==> src/gpc_cfg.svh <==
/*
 * Constants of the green power transmit and security configuration block:
 * register indices, field positions, reset values and channel figures.
 * Assumes it is included by bare name from the package and the modules.
 */
// How it works
// Channel code 0..15 maps to channels 11..26.
// Factory default channel code zero, channel 11.
// Step policy: fixed, primary channels, all, reserved.
// Transmit register resets to 0x20.
// Configurator writes zero to reserved bits.
// Key wrap mode picks commissioning transport key.
// Standard default link key used by default.
// Auth key choice: first or second secret key.
// Bit 4 set blocks learn-press commissioning telegram.
// Pairing disabled: channel comes only from code.
// Security register resets to 0x20.
// Second secret key write-only, first key readable.
// Reserved codes behave like the field default.
`ifndef GPC_CFG_SVH
`define GPC_CFG_SVH

// ----------------------------------------------------------------------------
// Register indices on the configuration port
// ----------------------------------------------------------------------------
`define GPC_ADDR_TX_CONFIG   8'h00
`define GPC_ADDR_SEC_CONFIG  8'h01
`define GPC_KEY1_PAGE        4'h1
`define GPC_KEY2_PAGE        4'h2

// ----------------------------------------------------------------------------
// Field positions
// ----------------------------------------------------------------------------
`define GPC_TX_CODE_MSB      3
`define GPC_TX_CODE_LSB      0
`define GPC_TX_POLICY_MSB    5
`define GPC_TX_POLICY_LSB    4
`define GPC_SEC_WRAP_MSB     1
`define GPC_SEC_WRAP_LSB     0
`define GPC_SEC_AUTH_MSB     3
`define GPC_SEC_AUTH_LSB     2
`define GPC_SEC_PAIR_BIT     4

// ----------------------------------------------------------------------------
// Reset values and channel figures
// ----------------------------------------------------------------------------
`define GPC_TX_RESET         8'h20
`define GPC_SEC_RESET        8'h20
`define GPC_CODE_RESET       4'h0
`define GPC_CHANNEL_BASE     5'h0B
`define GPC_PRIMARY_A        4'h0
`define GPC_PRIMARY_B        4'h4
`define GPC_PRIMARY_C        4'h9
`define GPC_PRIMARY_D        4'hE
`define GPC_KEY_BYTES        16

`endif

==> src/gpc_pkg.sv <==
/*
 * Types shared by the configuration block and its channel stepper.
 * Assumes gpc_cfg.svh is on the include path.
 */
`include "gpc_cfg.svh"

package gpc_pkg;

    // ------------------------------------------------------------------------
    // Field encodings
    // ------------------------------------------------------------------------
    typedef enum logic [1:0] {
        GPC_STEP_FIXED   = 2'h0,
        GPC_STEP_PRIMARY = 2'h1,
        GPC_STEP_ALL     = 2'h2,
        GPC_STEP_RSVD    = 2'h3
    } gpc_step_policy_type;

    typedef enum logic [1:0] {
        GPC_WRAP_DEFAULT_KEY = 2'h0,
        GPC_WRAP_KEY_CODE    = 2'h1,
        GPC_WRAP_SETUP_CODE  = 2'h2,
        GPC_WRAP_RSVD        = 2'h3
    } gpc_wrap_mode_type;

    // ------------------------------------------------------------------------
    // Carriers
    // ------------------------------------------------------------------------
    typedef struct packed {
        logic       write;
        logic       read;
        logic [7:0] addr;
        logic [7:0] wdata;
    } gpc_reg_req_type;

    typedef struct packed {
        gpc_wrap_mode_type key_wrap_mode;
        logic              auth_second_key;
        logic              pairing_enabled;
    } gpc_sec_state_type;

    // Reserved step policy acts as the default policy.
    function automatic gpc_step_policy_type gpc_policy_eff(
        input logic [1:0] raw
    );
        gpc_policy_eff = (raw == GPC_STEP_RSVD) ? GPC_STEP_ALL
                                                : gpc_step_policy_type'(raw);
    endfunction

endpackage

==> src/gpc_config_regs.sv <==
/*
 * Green power transmit and security configuration registers, the learn
 * button event logic and the selected security key output.
 * Assumes a configurator drives the register request port on i_clock and
 * that the learn button and harvester lines are asynchronous pins.
 */
`timescale 1ns/100ps
`include "gpc_cfg.svh"

module gpc_config_regs
    import gpc_pkg::*;
(
    // Clock and reset.
    input  wire logic              i_clock,
    input  wire logic              i_resetn,
    // Configuration port.
    input  wire gpc_reg_req_type   i_reg_req,
    output logic      [7:0]        o_reg_rdata,
    output logic                   o_reg_rvalid,
    // Pins.
    input  wire logic              i_learn_button,
    input  wire logic              i_harvester_action,
    // Radio and security state.
    output logic      [4:0]        o_radio_channel,
    output logic                   o_commission_start,
    output gpc_sec_state_type      o_sec_state,
    output logic      [127:0]      o_auth_key
);

    // ------------------------------------------------------------------------
    // Register file storage
    // ------------------------------------------------------------------------
    // Keys are plain flip-flops, sixteen bytes each, so the byte index is
    // simply the low nibble of the register index.
    logic [7:0] tx_config;
    logic [7:0] sec_config;
    logic [7:0] first_secret_key  [`GPC_KEY_BYTES];
    logic [7:0] second_secret_key [`GPC_KEY_BYTES];

    // ------------------------------------------------------------------------
    // Address decoding
    // ------------------------------------------------------------------------
    wire        hit_tx;
    wire        hit_sec;
    wire        hit_key1;
    wire        hit_key2;
    wire [3:0]  key_index;
    wire        write_tx;
    wire        write_sec;
    wire        write_key1;
    wire        write_key2;

    // Both key pages are found on the upper nibble of the index alone.
    function automatic logic key_page_hit(
        input logic [7:0] addr,
        input logic [3:0] page
    );
        key_page_hit = (addr[7:4] == page);
    endfunction

    // Exact matches for the two configuration registers.
    assign hit_tx    = (i_reg_req.addr == `GPC_ADDR_TX_CONFIG);
    assign hit_sec   = (i_reg_req.addr == `GPC_ADDR_SEC_CONFIG);
    assign hit_key1  = key_page_hit(i_reg_req.addr, `GPC_KEY1_PAGE);
    assign hit_key2  = key_page_hit(i_reg_req.addr, `GPC_KEY2_PAGE);
    assign key_index = i_reg_req.addr[3:0];

    // Write strobes are qualified by the decoded hit.
    assign write_tx   = i_reg_req.write && hit_tx;
    assign write_sec  = i_reg_req.write && hit_sec;
    assign write_key1 = i_reg_req.write && hit_key1;
    assign write_key2 = i_reg_req.write && hit_key2;

    // ------------------------------------------------------------------------
    // Configuration registers
    // ------------------------------------------------------------------------

    // All eight bits are stored; the configurator keeps the upper ones at
    // zero, so no masking is spent on them.
    always_ff @(posedge i_clock or negedge i_resetn)
    begin
        if (!i_resetn)
            tx_config <= `GPC_TX_RESET;
        else if (write_tx)
            tx_config <= i_reg_req.wdata;
    end

    // The security register keeps reserved bits as written too, so its
    // reset value reads back unchanged.
    always_ff @(posedge i_clock or negedge i_resetn)
    begin
        if (!i_resetn)
            sec_config <= `GPC_SEC_RESET;
        else if (write_sec)
            sec_config <= i_reg_req.wdata;
    end

    // Key bytes have no reset: secrets are provisioned, not defaulted.
    always_ff @(posedge i_clock)
    begin
        if (write_key1)
            first_secret_key[key_index] <= i_reg_req.wdata;
        if (write_key2)
            second_secret_key[key_index] <= i_reg_req.wdata;
    end

    // ------------------------------------------------------------------------
    // Field extraction and reserved-code handling
    // ------------------------------------------------------------------------
    wire [3:0]               channel_code_field;
    wire [1:0]               policy_field;
    wire [1:0]               wrap_field;
    wire [1:0]               auth_field;
    wire                     pairing_disable;
    gpc_step_policy_type     step_policy;
    gpc_wrap_mode_type       key_wrap_mode;
    wire                     auth_second;

    assign channel_code_field =
        tx_config[`GPC_TX_CODE_MSB:`GPC_TX_CODE_LSB];
    assign policy_field = tx_config[`GPC_TX_POLICY_MSB:`GPC_TX_POLICY_LSB];
    assign wrap_field   = sec_config[`GPC_SEC_WRAP_MSB:`GPC_SEC_WRAP_LSB];
    assign auth_field   = sec_config[`GPC_SEC_AUTH_MSB:`GPC_SEC_AUTH_LSB];
    assign pairing_disable = sec_config[`GPC_SEC_PAIR_BIT];

    // Reserved encodings fall back to the field default.
    assign step_policy   = gpc_policy_eff(policy_field);
    assign key_wrap_mode = (wrap_field == GPC_WRAP_RSVD) ?
        GPC_WRAP_DEFAULT_KEY : gpc_wrap_mode_type'(wrap_field);
    assign auth_second   = (auth_field == 2'h1);

    // ------------------------------------------------------------------------
    // Pin synchronisers
    // ------------------------------------------------------------------------
    logic learn_meta;
    logic learn_sync;
    logic harvest_meta;
    logic harvest_sync;
    logic harvest_prev;

    // Learn button: two flops, only its level is used.
    always_ff @(posedge i_clock or negedge i_resetn)
    begin
        if (!i_resetn)
        begin
            learn_meta <= 1'b0;
            learn_sync <= 1'b0;
        end
        else
        begin
            learn_meta <= i_learn_button;
            learn_sync <= learn_meta;
        end
    end

    // Harvester: a third flop keeps the last synced level so its rising
    // edge can be found; it reads only the second flop, never the first.
    always_ff @(posedge i_clock or negedge i_resetn)
    begin
        if (!i_resetn)
        begin
            harvest_meta <= 1'b0;
            harvest_sync <= 1'b0;
            harvest_prev <= 1'b0;
        end
        else
        begin
            harvest_meta <= i_harvester_action;
            harvest_sync <= harvest_meta;
            harvest_prev <= harvest_sync;
        end
    end

    // ------------------------------------------------------------------------
    // Learn event
    // ------------------------------------------------------------------------
    wire learn_event;
    wire pairing_event;
    wire step_request;

    // The event comes two cycles after the harvester edge; a press is
    // far longer than that, so the delay costs nothing.
    // A learn press counts once per harvester actuation, on its rising edge.
    assign learn_event   = learn_sync && harvest_sync && !harvest_prev;
    assign pairing_event = learn_event && !pairing_disable;
    // With pairing disabled the channel stays at the programmed code.
    assign step_request  = pairing_event;

    // ------------------------------------------------------------------------
    // Channel stepper
    // ------------------------------------------------------------------------
    logic [3:0] active_code;

    // Any write of the transmit register restarts stepping from the code.
    gpc_channel_stepper u_stepper (
        .i_clock  (i_clock),
        .i_resetn (i_resetn),
        .i_load   (write_tx),
        .i_code   (i_reg_req.wdata[`GPC_TX_CODE_MSB:`GPC_TX_CODE_LSB]),
        .i_step   (step_request),
        .i_policy (step_policy),
        .o_code   (active_code)
    );

    // ------------------------------------------------------------------------
    // Radio channel and commissioning pulse
    // ------------------------------------------------------------------------
    logic       pairing_stage;
    wire  [4:0] next_radio_channel;

    // The band starts at channel 11, so the code is an offset from it.
    assign next_radio_channel =
        5'(`GPC_CHANNEL_BASE + {1'b0, active_code});

    // The pulse is delayed two cycles so that the channel output already
    // shows the stepped channel when the telegram is started.
    always_ff @(posedge i_clock or negedge i_resetn)
    begin
        if (!i_resetn)
        begin
            o_radio_channel    <= `GPC_CHANNEL_BASE;
            pairing_stage      <= 1'b0;
            o_commission_start <= 1'b0;
        end
        else
        begin
            o_radio_channel    <= next_radio_channel;
            pairing_stage      <= pairing_event;
            o_commission_start <= pairing_stage;
        end
    end

    // ------------------------------------------------------------------------
    // Security state and selected key
    // ------------------------------------------------------------------------
    logic [127:0] selected_key;

    // Byte 0 of each key sits in the top byte of the 128-bit word.
    always_comb
    begin
        selected_key = '0;
        for (int i = 0; i < `GPC_KEY_BYTES; i++)
        begin
            selected_key[127 - 8 * i -: 8] = auth_second ?
                second_secret_key[i] : first_secret_key[i];
        end
    end

    // Registered so every security output changes on the same edge; the
    // price is one cycle after the register write.
    always_ff @(posedge i_clock or negedge i_resetn)
    begin
        if (!i_resetn)
        begin
            o_sec_state.key_wrap_mode   <= GPC_WRAP_DEFAULT_KEY;
            o_sec_state.auth_second_key <= 1'b0;
            o_sec_state.pairing_enabled <= 1'b1;
            o_auth_key                  <= '0;
        end
        else
        begin
            o_sec_state.key_wrap_mode   <= key_wrap_mode;
            o_sec_state.auth_second_key <= auth_second;
            o_sec_state.pairing_enabled <= !pairing_disable;
            o_auth_key                  <= selected_key;
        end
    end

    // ------------------------------------------------------------------------
    // Read path
    // ------------------------------------------------------------------------
    logic [7:0] read_value;

    // The second key page reads as zero so the secret never leaves.
    always_comb
    begin
        if (hit_tx)
            read_value = tx_config;
        else if (hit_sec)
            read_value = sec_config;
        else if (hit_key1)
            read_value = first_secret_key[key_index];
        else
            read_value = 8'h00;
    end

    // Read data holds until the next read, so a slow master may take it
    // late; the valid pulse alone marks the answer.
    always_ff @(posedge i_clock or negedge i_resetn)
    begin
        if (!i_resetn)
        begin
            o_reg_rdata  <= 8'h00;
            o_reg_rvalid <= 1'b0;
        end
        else
        begin
            o_reg_rvalid <= i_reg_req.read;
            if (i_reg_req.read)
                o_reg_rdata <= read_value;
        end
    end

endmodule

==> src/gpc_channel_stepper.sv <==
/*
 * Channel stepper: holds the channel code in use and advances it on a
 * learn event according to the step policy.
 * Assumes load and step come from logic on the same clock.
 */
`timescale 1ns/100ps
`include "gpc_cfg.svh"

module gpc_channel_stepper
    import gpc_pkg::*;
(
    // Clock and reset.
    input  wire logic                i_clock,
    input  wire logic                i_resetn,
    // Control.
    input  wire logic                i_load,
    input  wire logic [3:0]          i_code,
    input  wire logic                i_step,
    input  wire gpc_step_policy_type i_policy,
    // Result.
    output logic      [3:0]          o_code
);

    // ------------------------------------------------------------------------
    // Next-code arithmetic
    // ------------------------------------------------------------------------

    // Next primary channel above the current code, wrapping to the first.
    function automatic logic [3:0] next_primary(input logic [3:0] code);
        if (code < `GPC_PRIMARY_B)
            next_primary = `GPC_PRIMARY_B;
        else if (code < `GPC_PRIMARY_C)
            next_primary = `GPC_PRIMARY_C;
        else if (code < `GPC_PRIMARY_D)
            next_primary = `GPC_PRIMARY_D;
        else
            next_primary = `GPC_PRIMARY_A;
    endfunction

    logic [3:0] step_all_code;
    logic [3:0] next_code;

    // The four-bit sum wraps channel 26 back to channel 11.
    assign step_all_code = 4'(o_code + 4'h1);
    assign next_code = i_load ? i_code :
        (i_step && i_policy == GPC_STEP_PRIMARY) ? next_primary(o_code) :
        (i_step && i_policy == GPC_STEP_ALL) ? step_all_code :
        o_code;

    // ------------------------------------------------------------------------
    // Code register
    // ------------------------------------------------------------------------

    // A write of the code wins over a step in the same cycle.
    always_ff @(posedge i_clock or negedge i_resetn)
    begin
        if (!i_resetn)
            o_code <= `GPC_CODE_RESET;
        else
            o_code <= next_code;
    end

endmodule

==> config.mk <==
export PLATFORM = sky130hd
export DESIGN_NAME = gpc_config_regs
export DESIGN_NICKNAME = d
export VERILOG_FILES = /design/src/gpc_pkg.sv /design/src/gpc_config_regs.sv /design/src/gpc_channel_stepper.sv
export VERILOG_INCLUDE_DIRS = /design/src
export SDC_FILE = /design/constraint.sdc
export NUM_CORES = 1
export LEC_CHECK = 0
export ABC_AREA = 1
export BUFFER_PORTS_ARGS = -buffer_cell sky130_fd_sc_hd__buf_2
export CORE_MARGIN = 2
export CORE_UTILIZATION = 46
export DETAILED_ROUTE_END_ITERATION = 8
export HOLD_SLACK_MARGIN = 0.1
export PLACE_DENSITY = 0.76
export SETUP_SLACK_MARGIN = 0.4
export SYNTH_ARGS = -nofsm -noshare
export SYNTH_HDL_FRONTEND = slang
export SYNTH_HIERARCHICAL = 1
export SYNTH_SLANG_ARGS = --single-unit
==> constraint.sdc <==
create_clock -name i_clock -period 3.59 [get_ports i_clock]
set_clock_uncertainty 0.15 [all_clocks]
set_input_delay 0.718 -clock i_clock [delete_from_list [all_inputs] [get_ports i_clock]]
set_output_delay 0.718 -clock i_clock [all_outputs]
set_load 0.005 [all_outputs]
; Word level (Yosys, flattened, before mapping)
; Memory sizes are Yosys's and may differ from the RTL's.
; Cells that the tools add are included.
[word_totals]
reg_bits = 173
mem_bits_rw = 256
input_bits = 22
output_inout_bits = 147
elab_cells = 76
memories = 2
[mem_list]
columns = memory, words, width, read_ports, rd_clocked_by_memory_dff, wr, line_no
row1 = first_secret_key, 16, 8, 17, 0, 1, gpc_config_regs.sv:37  ; logic [7:0] first_secret_key [`GPC_KEY_BYTES];
row2 = second_secret_key, 16, 8, 16, 0, 1, gpc_config_regs.sv:38  ; logic [7:0] second_secret_key [`GPC_KEY_BYTES];
[classes]
addsub = 2
magnitude_cmp = 3
eq_ne = 8
n_mux = 31
n_reduce_logical = 13
[op_table]
columns = op, count
row1 = 8-bit 2-to-1 mux, 19
row2 = 4-bit 2-to-1 mux, 6
row3 = 1-bit logical AND, 9
row4 = "8-bit by 1-bit equality test with 1-bit output, second input constant", 1
row5 = 8-bit logical NOT, 1
row6 = "4-bit < comparator, second input constant", 2
row7 = "2-bit equality test, second input constant", 3
row8 = "4-bit by 4-bit adder with 5-bit output, first input constant", 1
row9 = "4-bit by 1-bit adder with 4-bit output, second input constant", 1
row10 = "2-bit by 1-bit equality test with 1-bit output, second input constant", 2
row11 = "4-bit by 1-bit equality test with 1-bit output, second input constant", 1
row12 = "4-bit by 2-bit equality test with 1-bit output, second input constant", 1
row13 = "4-bit by 3-bit < comparator with 1-bit output, second input constant", 1
row14 = 1-bit 2-to-1 mux, 4
row15 = 2-bit 2-to-1 mux, 2
row16 = 3-bit nonzero test, 1
row17 = 1-bit logical NOT, 2

; Longest topological paths before layout
[depth]
ltp_word = 7
ltp_mapped = 13
ltp_nobuf = 11

; By module
; The synthesis kept the hierarchy.
[modules_own_cells]
columns = mod, n_inst, cells_each, area_per_inst_um2, seq_area_each_um2
row1 = gpc_config_regs, 1, 1365, 15835.2, 11923.9
row2 = gpc_channel_stepper, 1, 70, 412.9, 100.1

; Worst setup path after synthesis
; No wires, ideal clock.
[synth_timing]
path_type = input to register
from = input i_reg_req[15] (netlist bit)
to = memory first_secret_key[10][0], enable pin
setup_ns = 0.383
arrival_time_ns = 2.029
t_required_ns = 3.057
setup_slack_ns = 1.027
stages = 4
n_path_buf = 1
path_cell_list = nor4_4 -> nand2_4 -> buf_6 -> nor3_1
[synth_via]
elab_chain_cells = 4
[synth_lines]
columns = item, line_no
row1 = "start, declared", gpc_config_regs.sv:17  ; input wire gpc_reg_req_type i_reg_req,
row2 = 4-bit by 1-bit equality test with 1-bit output, gpc_config_regs.sv:58  ; key_page_hit = (addr[7:4] == page);
row3 = 1-bit logical AND, gpc_config_regs.sv:71  ; assign write_key1 = i_reg_req.write && hit_key1;
row4 = 1-bit 2-to-1 mux, gpc_config_regs.sv:101  ; if (write_key1)
row5 = 1-bit 2-to-1 mux (implied by the code), gpc_config_regs.sv:102  ; first_secret_key[key_index] <= i_reg_req.wdata;
row6 = "end, declared", gpc_config_regs.sv:37
; Every way passes these cells.

; Worst setup path in the final report
[layout_timing]
from = input i_reg_req[9] (netlist bit)
to = register o_reg_rdata[5]
[layout_via]
elab_chain_cells = 4
word_cells_on_any_way = 6
classes_between = eq/ne: 1 / mux: 3 / reduce/logical: 1 / memory: 1
[layout_lines]
columns = item, line_no
row1 = memory read 16 x 8 bit, -
row2 = 8-bit 2-to-1 mux, gpc_config_regs.sv:281  ; else if (hit_key1)
row3 = 8-bit 2-to-1 mux, gpc_config_regs.sv:279  ; else if (hit_sec)
row4 = 8-bit 2-to-1 mux (*), gpc_config_regs.sv:277  ; if (hit_tx)
row5 = "end signal, assigned", gpc_config_regs.sv:300  ; o_reg_rdata <= read_value;
row6 = "end, declared", gpc_config_regs.sv:18  ; output logic [7:0] o_reg_rdata,
; Mark *: on every way between the ends. The rest lies on a longest branch, timed or not.
; A chain may end at the register's enable or synchronous reset.

==> flow_summary.ini <==
[outcome]
outcome = finished, final reports clean

[synthesis]
seq_area_frac_synth_pct = 74.00
postSynthCellCount = 1435
syn_nets = 1460
avgSynthCellArea_um2 = 11.32
synth_cell_types = 32
synth_top_area_share_pct = 47.31
yosysTopAreaCell = edfxtp_1
yosysWarnings = 6
synth_area_mm2 = 0.01625
yosys-top-cells-area = edfxtp_1 (47%), dfrtp_1 (26%), nand2_1 (16%), inv_1 (1.6%), o21ai_0 (1.4%)
synth-seq-cells = 429

[die]
die_area_mm2 = 0.03684
start_util_pct = 46.92
row_count = 68
core_area_mm2 = 0.03463
die_y_um = 191.9
die_w_um = 191.9
ios = 169

[clocking]
cts-htree-levels = 2
cts_sinks = 429
post_cts_resized = 0
cts.clk_slew.worst_paths_ns = 0.06
clock_latency_ns = 0.54
postCtsSetupRepairBufs = 0
clock_path_buffers = 3
cts_buffers = 43
tritoncts = yes
cts_root_buf = clkbuf_16
hold_buffers = 1

[timing]
tns_ns = 0
drv_slew = 0
maxSlewHeadroom_pct = 35.77
period_share_pct = 69.77
finalHoldViolCount = 0
setup_viol = 0
fmax_ghz = 0.3992
tightest_slew_ns = 0.9623
rsz0062_at_grt = no
min_period_ns = 2.505

[drt]
wl_per_cell_um = 18.33
postRouteAntennaNets = 0
route.detailed.drc = 0
totalWireLength_mm = 38.86
num_vias = 10674
drt-vias-per-instance = 5.035
drtIter0Drc = 1011
first_pass_iters = 5

[setup_path]
start_kind = input port
worst_setup_path_end_kind = register
cp_data_required_time_ns = 3.86
cp.arrival_ns = 2.78
crit_fanout = 37
worstSetupPathType = in -> reg

[final_layout]
finalNonFillerCells = 2120
final_cell_mix = nand2_1 (701), edfxtp_1 (256), dfrtp_1 (167), buf_2 (167), inv_1 (70)
layout_commonest_cell = nand2_1
drive_gt1_share_pct = 18.50
syn_to_final_growth_pct = 18.13
diodes = 0
n_fill_cell = 2838
fin_nets = 1656

[pwr]
max-vdd-ir-drop_mv = 0.3647
swShare_pct = 21.68
p_switching_uw = 2322
power_frac_comb_pct = 5.9
powerDensity_mw_per_mm2 = 558.1
pwr-share-clk_pct = 43.5
seq_power_share_pct = 50.6
intPower_uw = 8389
leakagePower_uw = 0.008581

[global_route]
grt_remaining_overflow = 0
met3_usage_pct = 3.965
use_met1_pct = 29.50
grtUsageMet2_pct = 33.31
antenna_found_initial = 3
grt_max_degree = 83
grt_pass1_vias = 10531
grt_first_pass_wirelength_mm = 59.07
grt-busiest-layer = met2
grtUsageTotal_pct = 21.16

[placement]
dp_hpwl_mm = 25.13
dp.cells = 2040
port_buffers = 168
gp_congestion = 0.8887

[run]
maxCapViolCount = 0

[min_path]
hp-class = in -> reg
==> synthesized netlist by cell type, drive strengths merged <==
cell type  number
nand3          14
inv            75
nand2         708
buf            36
nor3           29
nand4           1
o21bai          1
o21ai          76
xor2            1
dfrtp         167
edfxtp        256
nor2           24
xnor2           1
ha              3
clkbuf         20
dfstp           6
a21oi          16
nor4            1
==> kinds of logic after synthesis <==
kind of cell	share of synthesized area [%]
adders and majority gates	0.2310
and+or+nand+nor	18.97
xor gates and xnor gates	0.1078
buffers and inverters	3.604
AOI/OAI and AO/OA	3.088
DFF	74.00
==> area by class of cell <==
type                            count  area (um^2)  area share, %
Timing Repair Buffer              207         1192          6.213
Clock buffer                       61         1236          6.441
Clock inverter                     18        246.5          1.284
Sequential cell                   429        12020          62.65
Inverter                           75        281.5          1.467
Tap cell                          455        569.3          2.966
Multi-Input combinational cell    875         3643          18.98
==> worst paths after layout <==
check                               start                 end  slack, ns  cells after the start
min in group asynchronous        i_resetn  o_radio_channel[2]       0.62                      2
hold reg to reg                learn_meta          learn_sync       0.20                      0
max in group asynchronous        i_resetn      o_auth_key[79]       1.89                      3
setup reg to reg            sec_config[3]      o_auth_key[72]       1.12                      5
hold / removal             i_learn_button          learn_meta       0.15                      1
setup / recovery             i_reg_req[9]      o_reg_rdata[5]       1.09                     10
==> sequential cells by signal, indices dropped and copies added (netlist names), 4 cells and up <==
register           count
tx_config              8
sec_config             8
u_stepper/o_code       4
o_sec_state            4
second_secret_key    128
o_radio_channel        5
o_auth_key           128
o_reg_rdata            8
first_secret_key     128
==> metal layers <==
| layer | up-vias | share of wire, % | routed length [um] |
|---|---|---|---|
| li1 | 5029 | - | - |
| met1 | 5109 | 43 | 16520 |
| met2 | 439 | 47 | 18120 |
| met3 | 91 | 7.2 | 2817 |
| met4 | 6 | 3.5 | 1353 |
| met5 | - | 0.11 | 43 |
==> stage by stage <==
step                      cell area (um^2)  power (uW)  utilization (%)  worst slack [ns]  hold WS [ns]
after CTS                            19190       10800            55.43             1.129        0.1314
final                                19190       10710            55.43             1.085        0.1462
after detailed placement             17700        6157            51.12            0.5744        0.1858
after floorplan                      16250        5843                -             1.027        0.1812
after global placement               17700        6141            51.12            0.5957        0.1877
after global routing                 19190       11090            55.43            0.9217        0.1275
==> critical path, cell delays in order <==
cell and delay (ns):
buf_2 0.55, inv_1 0.65, nand2_1 0.21, nand2_1 0.08, nand2_1 0.08, nand2_1 0.09, o21ai_1 0.20, nand2_1 0.07
nand2_1 0.07, nand2_1 0.05
==> power groups by stage <==
stage	registers, uW	clock network, uW	logic, uW
floorplan	5520	0	320
global placement	5520	0	622
detailed placement	5520	0	636
CTS	5420	4730	642
global route	5430	4950	714
finish	5420	4650	635
No activity file was read; power rests on OpenSTA's default activity.
